[src/rtl/sample_out_pkg.sv]
// package: widths, reset values, pin bundle and states of the sample output block
package sample_out_pkg;

  // width of one conversion word on the sample word bus
  localparam int unsigned WORD_W = 8;

  // codes at the two ends of the input range, straight binary
  localparam logic [WORD_W-1:0] CODE_BOTTOM = 8'h00;
  localparam logic [WORD_W-1:0] CODE_TOP    = 8'hFF;

  // value of the output word and held sample after reset
  localparam logic [WORD_W-1:0] WORD_RESET = CODE_BOTTOM;

  // bit positions on the sample word bus
  localparam int unsigned LSB_POS = 0;
  localparam int unsigned MSB_POS = WORD_W - 1;

  // conversion clock level seen before the first edge after reset
  localparam logic CONV_CLK_RESET = 1'b0;

  // output enable level after reset: pins released
  localparam logic DRIVE_RESET = 1'b0;

  // timing: system clock and fastest conversion rate
  localparam int unsigned SYS_CLK_PERIOD_NS  = 50;
  localparam int unsigned MAX_SAMPLE_RATE_HZ = 20_000_000;
  localparam int unsigned MIN_CONV_PERIOD_NS = 1_000_000_000 / MAX_SAMPLE_RATE_HZ;
  // least time rounds up; never below one cycle
  localparam int unsigned MIN_CONV_CYCLES_RAW =
    (MIN_CONV_PERIOD_NS + SYS_CLK_PERIOD_NS - 1) / SYS_CLK_PERIOD_NS;
  localparam int unsigned MIN_CONV_CYCLES =
    (MIN_CONV_CYCLES_RAW < 1) ? 1 : MIN_CONV_CYCLES_RAW;

  // pins that arrive from outside the clock domain, carried together
  typedef struct packed {
    logic              conv_clk;   // conversion clock pin
    logic              out_en_n;   // output enable pin, active low
    logic [WORD_W-1:0] level;      // quantised analog_input_voltage
  } pin_in_s;

  localparam int unsigned PIN_IN_W = $bits(pin_in_s);

  // conversion sequencer states, one-hot
  typedef enum logic [1:0] {
    ST_WAIT_FALL = 2'b01,
    ST_HOLD      = 2'b10
  } conv_state_e;

endpackage

[src/rtl/pin_sync.sv]
// two flip-flop synchroniser for the pin bundle
`timescale 1ns/1ps
`default_nettype none

module pin_sync
  import sample_out_pkg::*;
(
  // clock, reset, enable
  input  wire logic    clock_i,
  input  wire logic    reset_n_i,
  input  wire logic    ce_i,
  // asynchronous pins in, synchronised pins out
  input  wire pin_in_s async_i,
  output var  pin_in_s sync_o
);

  // state: first and second stage
  typedef struct packed {
    pin_in_s stage1;
    pin_in_s stage2;
  } sync_s;

  sync_s state_q;
  sync_s state_d;

  // first stage feeds only the second stage
  always_comb
  begin
    state_d = state_q;
    if (ce_i)
    begin
      state_d.stage1 = async_i;
      state_d.stage2 = state_q.stage1;
    end
  end

  // reset takes constants only; pins stay released until sampled
  always_ff @(posedge clock_i)
  begin
    if (!reset_n_i)
    begin
      state_q.stage1 <= '{conv_clk: CONV_CLK_RESET, out_en_n: !DRIVE_RESET, level: WORD_RESET};
      state_q.stage2 <= '{conv_clk: CONV_CLK_RESET, out_en_n: !DRIVE_RESET, level: WORD_RESET};
    end
    else
    begin
      state_q <= state_d;
    end
  end

  assign sync_o = state_q.stage2;

endmodule

`default_nettype wire

[src/rtl/sample_out.sv]
// sample output stage of an 8-bit converter: sample, publish, tristate drive
`timescale 1ns/1ps
`default_nettype none

module sample_out
  import sample_out_pkg::*;
(
  // clock, reset and clock enable
  input  wire logic              clock_i,
  input  wire logic              reset_n_i,
  input  wire logic              ce_i,
  // pins from the capture side and the analog front end
  input  wire logic              conv_clk_i,
  input  wire logic              out_en_n_i,
  input  wire logic [WORD_W-1:0] analog_input_voltage_i,
  // sample word bus: data and per-pin output enable
  output logic      [WORD_W-1:0] sample_word_bus_o,
  output logic      [WORD_W-1:0] sample_word_bus_oe_o,
  // pulse of one enabled cycle when a new word appears on the bus; held while ce_i is low
  output logic                   word_strobe_o
);

  ////////////////////////////////////////////////////////////////////////////
  // edge decode, used for both edges of the conversion clock

  function automatic logic clk_edge(input logic prev, input logic cur, input logic rising);
    clk_edge = rising ? (!prev && cur) : (prev && !cur);
  endfunction

  // quantised level to output code; clamps keep the ends at all zeros / all ones
  function automatic logic [WORD_W-1:0] to_code(input logic [WORD_W-1:0] level);
    if (level <= CODE_BOTTOM)
      to_code = CODE_BOTTOM;
    else if (level >= CODE_TOP)
      to_code = CODE_TOP;
    else
      to_code = level;
  endfunction

  ////////////////////////////////////////////////////////////////////////////
  // pin synchroniser

  pin_in_s pins_async;
  pin_in_s pins;

  // bundle the pins so they cross together
  assign pins_async = '{conv_clk: conv_clk_i, out_en_n: out_en_n_i,
                        level: analog_input_voltage_i};

  pin_sync u_pin_sync (
    .clock_i   (clock_i),
    .reset_n_i (reset_n_i),
    .ce_i      (ce_i),
    .async_i   (pins_async),
    .sync_o    (pins)
  );

  ////////////////////////////////////////////////////////////////////////////
  // state

  typedef struct packed {
    conv_state_e       fsm;        // waiting for a sample or holding one
    logic              clk_prev;   // conversion clock one cycle back
    logic [WORD_W-1:0] held_word;  // sampled code awaiting the rising edge
    logic [WORD_W-1:0] out_word;   // word on the bus
    logic              drive;      // pins driven
    logic              strobe;     // new word this cycle
  } out_state_s;

  out_state_s state_q;
  out_state_s state_d;

  logic fall;
  logic rise;

  // edges of the synchronised conversion clock
  assign fall = clk_edge(state_q.clk_prev, pins.conv_clk, 1'b0);
  assign rise = clk_edge(state_q.clk_prev, pins.conv_clk, 1'b1);

  ////////////////////////////////////////////////////////////////////////////
  // next state

  // a rise with no held sample is ignored, so the first word after reset
  // comes from a full fall-then-rise pair and never from stale data
  always_comb
  begin
    state_d = state_q;
    // the strobe only drops on an enabled cycle, so a stall freezes it too
    if (ce_i)
    begin
      state_d.strobe   = 1'b0;
      state_d.clk_prev = pins.conv_clk;
      state_d.drive = !pins.out_en_n;
      unique case (state_q.fsm)
        ST_WAIT_FALL:
        begin
          if (fall)
          begin
            state_d.held_word = to_code(pins.level);
            state_d.fsm       = ST_HOLD;
          end
        end
        ST_HOLD:
        begin
          if (rise)
          begin
            state_d.out_word = state_q.held_word;
            state_d.strobe   = 1'b1;
            state_d.fsm      = ST_WAIT_FALL;
          end
        end
      endcase
    end
  end

  // synchronous active-low reset; every field to a constant
  always_ff @(posedge clock_i)
  begin
    if (!reset_n_i)
    begin
      state_q.fsm       <= ST_WAIT_FALL;
      state_q.clk_prev  <= CONV_CLK_RESET;
      state_q.held_word <= WORD_RESET;
      state_q.out_word  <= WORD_RESET;
      state_q.drive     <= DRIVE_RESET;
      state_q.strobe    <= 1'b0;
    end
    else
    begin
      state_q <= state_d;
    end
  end

  ////////////////////////////////////////////////////////////////////////////
  // outputs, straight from flip-flops

  assign sample_word_bus_o    = state_q.out_word;
  // all eight pins share one enable flop, so they switch together
  assign sample_word_bus_oe_o = {WORD_W{state_q.drive}};
  assign word_strobe_o        = state_q.strobe;
endmodule

`default_nettype wire

[config.mk]
export PLATFORM = sky130hd
export DESIGN_NAME = sample_out
export DESIGN_NICKNAME = d
export VERILOG_FILES = /design/src/rtl/sample_out_pkg.sv /design/src/rtl/pin_sync.sv /design/src/rtl/sample_out.sv
export SDC_FILE = /design/constraint.sdc
export NUM_CORES = 1
export LEC_CHECK = 0
export BUFFER_PORTS_ARGS = -buffer_cell sky130_fd_sc_hd__buf_2
export CAP_MARGIN = 15
export CORE_MARGIN = 5
export CORE_UTILIZATION = 55
export CTS_BUF_LIST = sky130_fd_sc_hd__clkbuf_8
export DETAILED_ROUTE_END_ITERATION = 7
export PLACE_DENSITY = 0.76
export SLEW_MARGIN = 20
export SYNTH_ARGS = -nofsm -noshare
export SYNTH_HDL_FRONTEND = slang
export SYNTH_HIERARCHICAL = 1
export SYNTH_SLANG_ARGS = --single-unit
[constraint.sdc]
create_clock -name clock_i -period 2.5 [get_ports clock_i]
set_input_delay 0.25 -clock clock_i [delete_from_list [all_inputs] [get_ports clock_i]]
set_output_delay 0.25 -clock clock_i [all_outputs]
set_load 0.02 [all_outputs]
==> summary.txt <==
Status
  • Status: completed

Floorplan
  • Die X: 66.6 um
  • FP Rows: 20
  • Die footprint: 4440 sq um
  • Starting Density: 57.8%
  • Die Ht: 66.6 um
  • CORE AREA: 3050 sq um
  • IO Pins: 30

Detailed routing
  • Drc violations: 0
  • DRT antenna net count: 0
  • Detailed-route via count: 1038
  • Highest routed layer: met4
  • 1st-iter DRT viols: 14
  • Metal1 wirelength: 1220 um
  • DRT Wirelength: 2570 um
  • Per-cell routed wire length: 11.6 um
  • Met2 WL: 1180 um
  • Met3 wire length: 128 um
  • Pre-Repair DR Iteration Count: 4
  • Via density: 4.68

STA
  • FMAX: 710 MHz
  • Min Tclk post-route: 1.41 ns
  • Worst slew pin tran: 0.682 ns
  • Final Hold Vio Count: 0
  • Final setup viols: 0
  • Skew final: 0.00234 ns
  • RSZ-0062 raised after global routing: no
  • WHS: 0.183 ns
  • Setup TNS: 0 ns
  • Fin. max-slew vios: 0
  • Period utilization: 56.3%
  • Max-slew headroom: 54.5%

Clock tree
  • Setup bufs post-CTS: 0
  • Clock buffer count from CTS: 5
  • Clock transition at path regs: 0.07 ns
  • Root buffer cell: clkbuf_8
  • CTS Buffer Depth: 2
  • TritonCTS clock tree: built
  • Worst skew pair latency: 0.28 ns
  • Hold buffer count at CTS: 0
  • Sink Count: 41
  • Post_cts resized: 0
  • Htree depth: 2

Placed design
  • Detailed placer's ending HPWL: 1850 um
  • Port Buffers: 29
  • Placed insts: 214
  • Area after DPL: 1720 sq um
  • Placer Congestion: 0.704

Finish
  • Fin nets: 190
  • Synth-to-Final Area Change: 2.27%
  • Utilization after layout: 59.1%
  • Layout cells sized above 1: 20.8%
  • Most frequent cells in the layout: dfxtp_1, mux2i_1, buf_2
  • Commonest non-fill, non-tap cell in the layout: dfxtp_1
  • ANT cells: 0
  • Final Instance Area: 1800 sq um
  • Fin cells: 222

Pwr
  • Int Pwr: 893 uW
  • Worst vdd ir: 0.000381 V
  • Register share of total power: 59.3%
  • Clock network fraction of total power: 33.6%
  • Power density over cell area: 636 nW/um^2
  • Comb pwr share: 7.1%
  • Leakage Power: 0.000830 uW
  • Psw: 255 uW
  • Sw frac: 22.2%

Critical path
  • CP Max Fanout: 8
  • Critical path startpoint: state_q[18]$_SDFFE_PN0P_
  • Cell depth of the worst setup path: 3
  • Worst Path Arrival: 1.56 ns
  • Crit path cell chain: nand2b_1, or3_1, mux2i_1
  • RR Startpoint: state_q[18]$_SDFFE_PN0P_
  • Kind of critical path: register to register
  • CP Buf/Inv Count: 0
  • R2R depth: 3
  • Startpoint types: register
  • Worst Setup End Kind: register
  • Crit path max-delay family: simple AND/OR/NAND/NOR gates
  • Worst path slowest cell: or3_1
  • Worst stage delay on the critical path: 0.55 ns
  • Worst Path Required: 2.65 ns

Worst hold path
  • Type of the tightest min-delay check: input port to register
  • Worst hold path depth: 3
  • Worst hold path startpoint: out_en_n_i

Yosys
  • Gate Count Post-Synth: 174
  • Synth warn: 6
  • Mean Syn Cell Area: 10.1 sq um
  • FF+latch count, synth: 41
  • Synth Cell Area: 1760 sq um
  • Syn Nets: 187
  • Sequential fraction of the synthesis area: 46.5%
  • Yosys cell types: 20

GRT
  • Vias in the first global route: 1007
  • Initial antenna violation count: 0
  • Global route total overflow: 0
  • Total Routing Usage GR: 12.9%
  • First-pass GRT wire length: 4450 um
  • Largest net degree at the start of global routing: 48

Flow run
  • Max Cap Viol: 0
==> path summary, 6_finish.rpt <==
path | end | slack [ns]
max | state_q[16]$_SDFFE_PN0P_ | 1.09
min | u_pin_sync/state_q[18]$_SDFFE_PN1P_ | 0.18
max reg2reg | state_q[16]$_SDFFE_PN0P_ | 1.09
min reg2reg | sample_word_bus_o[6]$_SDFFE_PN0P_ | 0.46
==> stage by stage <==
stage                     total power (uW)  setup WS, ns
after floorplan                        771          1.22
after global placement                 775          1.17
after detailed placement               778          1.10
after CTS                             1160          1.09
after global routing                  1200          1.02
final                                 1150          1.09
==> registers in the layout (all words and copies together) (netlist names) <==
register and count:
u_pin_sync/state_q 10, state_q 11, sample_word_bus_oe_o 1, sample_word_bus_o 8
u_pin_sync/sync_o 10, word_strobe_o 1
==> worst min-delay path, stage by stage <==
cell and delay (ns):
buf_2 0.07, mux2i_1 0.05, nand2_1 0.06
==> power by group through the flow <==
| stage | Sequential (uW) | Clock (uW) | Combinational [uW] |
|---|---|---|---|
| after floorplan | 693 | 0 | 78.9 |
| after global placement | 695 | 0 | 79.9 |
| after detailed placement | 696 | 0 | 82.4 |
| after CTS | 681 | 398 | 82.4 |
| after global routing | 683 | 424 | 89.6 |
| final | 681 | 385 | 81.6 |
==> cell type report <==
class	instances	area, sq um
Inverter	3	11.3
Sequential cell	41	821
Clock buffer	5	68.8
Tap cell	44	55.1
Timing Repair Buffer	30	153
Fill cell	265	1250
Multi-Input combinational cell	96	684
Clock inverter	3	11.3
==> logic make-up (layout without fill, tap and decap cells) <==
logic type / Yosys count / after routing / share of synthesized area (%)
AND/OR/NAND/NOR: 52 / 52 / 15.0
flip-flops: 41 / 41 / 46.5
multiplexers: 37 / 37 / 21.0
buffers and inverters: 37 / 41 / 14.7
AO/OA/AOI/OAI: 7 / 7 / 2.84
==> Yosys cell counts <==
cell type  count  area, sq um
a21oi_1        2         10.0
buf_6          3         33.8
nand4b_1       1         8.76
o221a_2        1         11.3
o21ai_0        1         5.00
nand2b_1       2         12.5
buf_4         26          195
o21a_1         1         7.51
a211oi_1       1         7.51
clkbuf_1       5         18.8
nor2_1         2         7.51
or3_1          1         6.26
a211o_1        1         8.76
nor2_4         1         11.3
mux2i_1       37          370
inv_1          3         11.3
dfxtp_1       41          821
nor2b_1       18          113
and2b_1        1         7.51
nand2_1       26         97.6
==> layer usage <==
layer | track usage [%] | vias to the layer above
li1 | - | 548
met1 | 15.7 | 459
met2 | 21.5 | 26
met3 | 3.20 | 5
met4 | 5.33 | 0
met5 | 0 | -
Note: power is estimated with default switching activity, not from simulation.
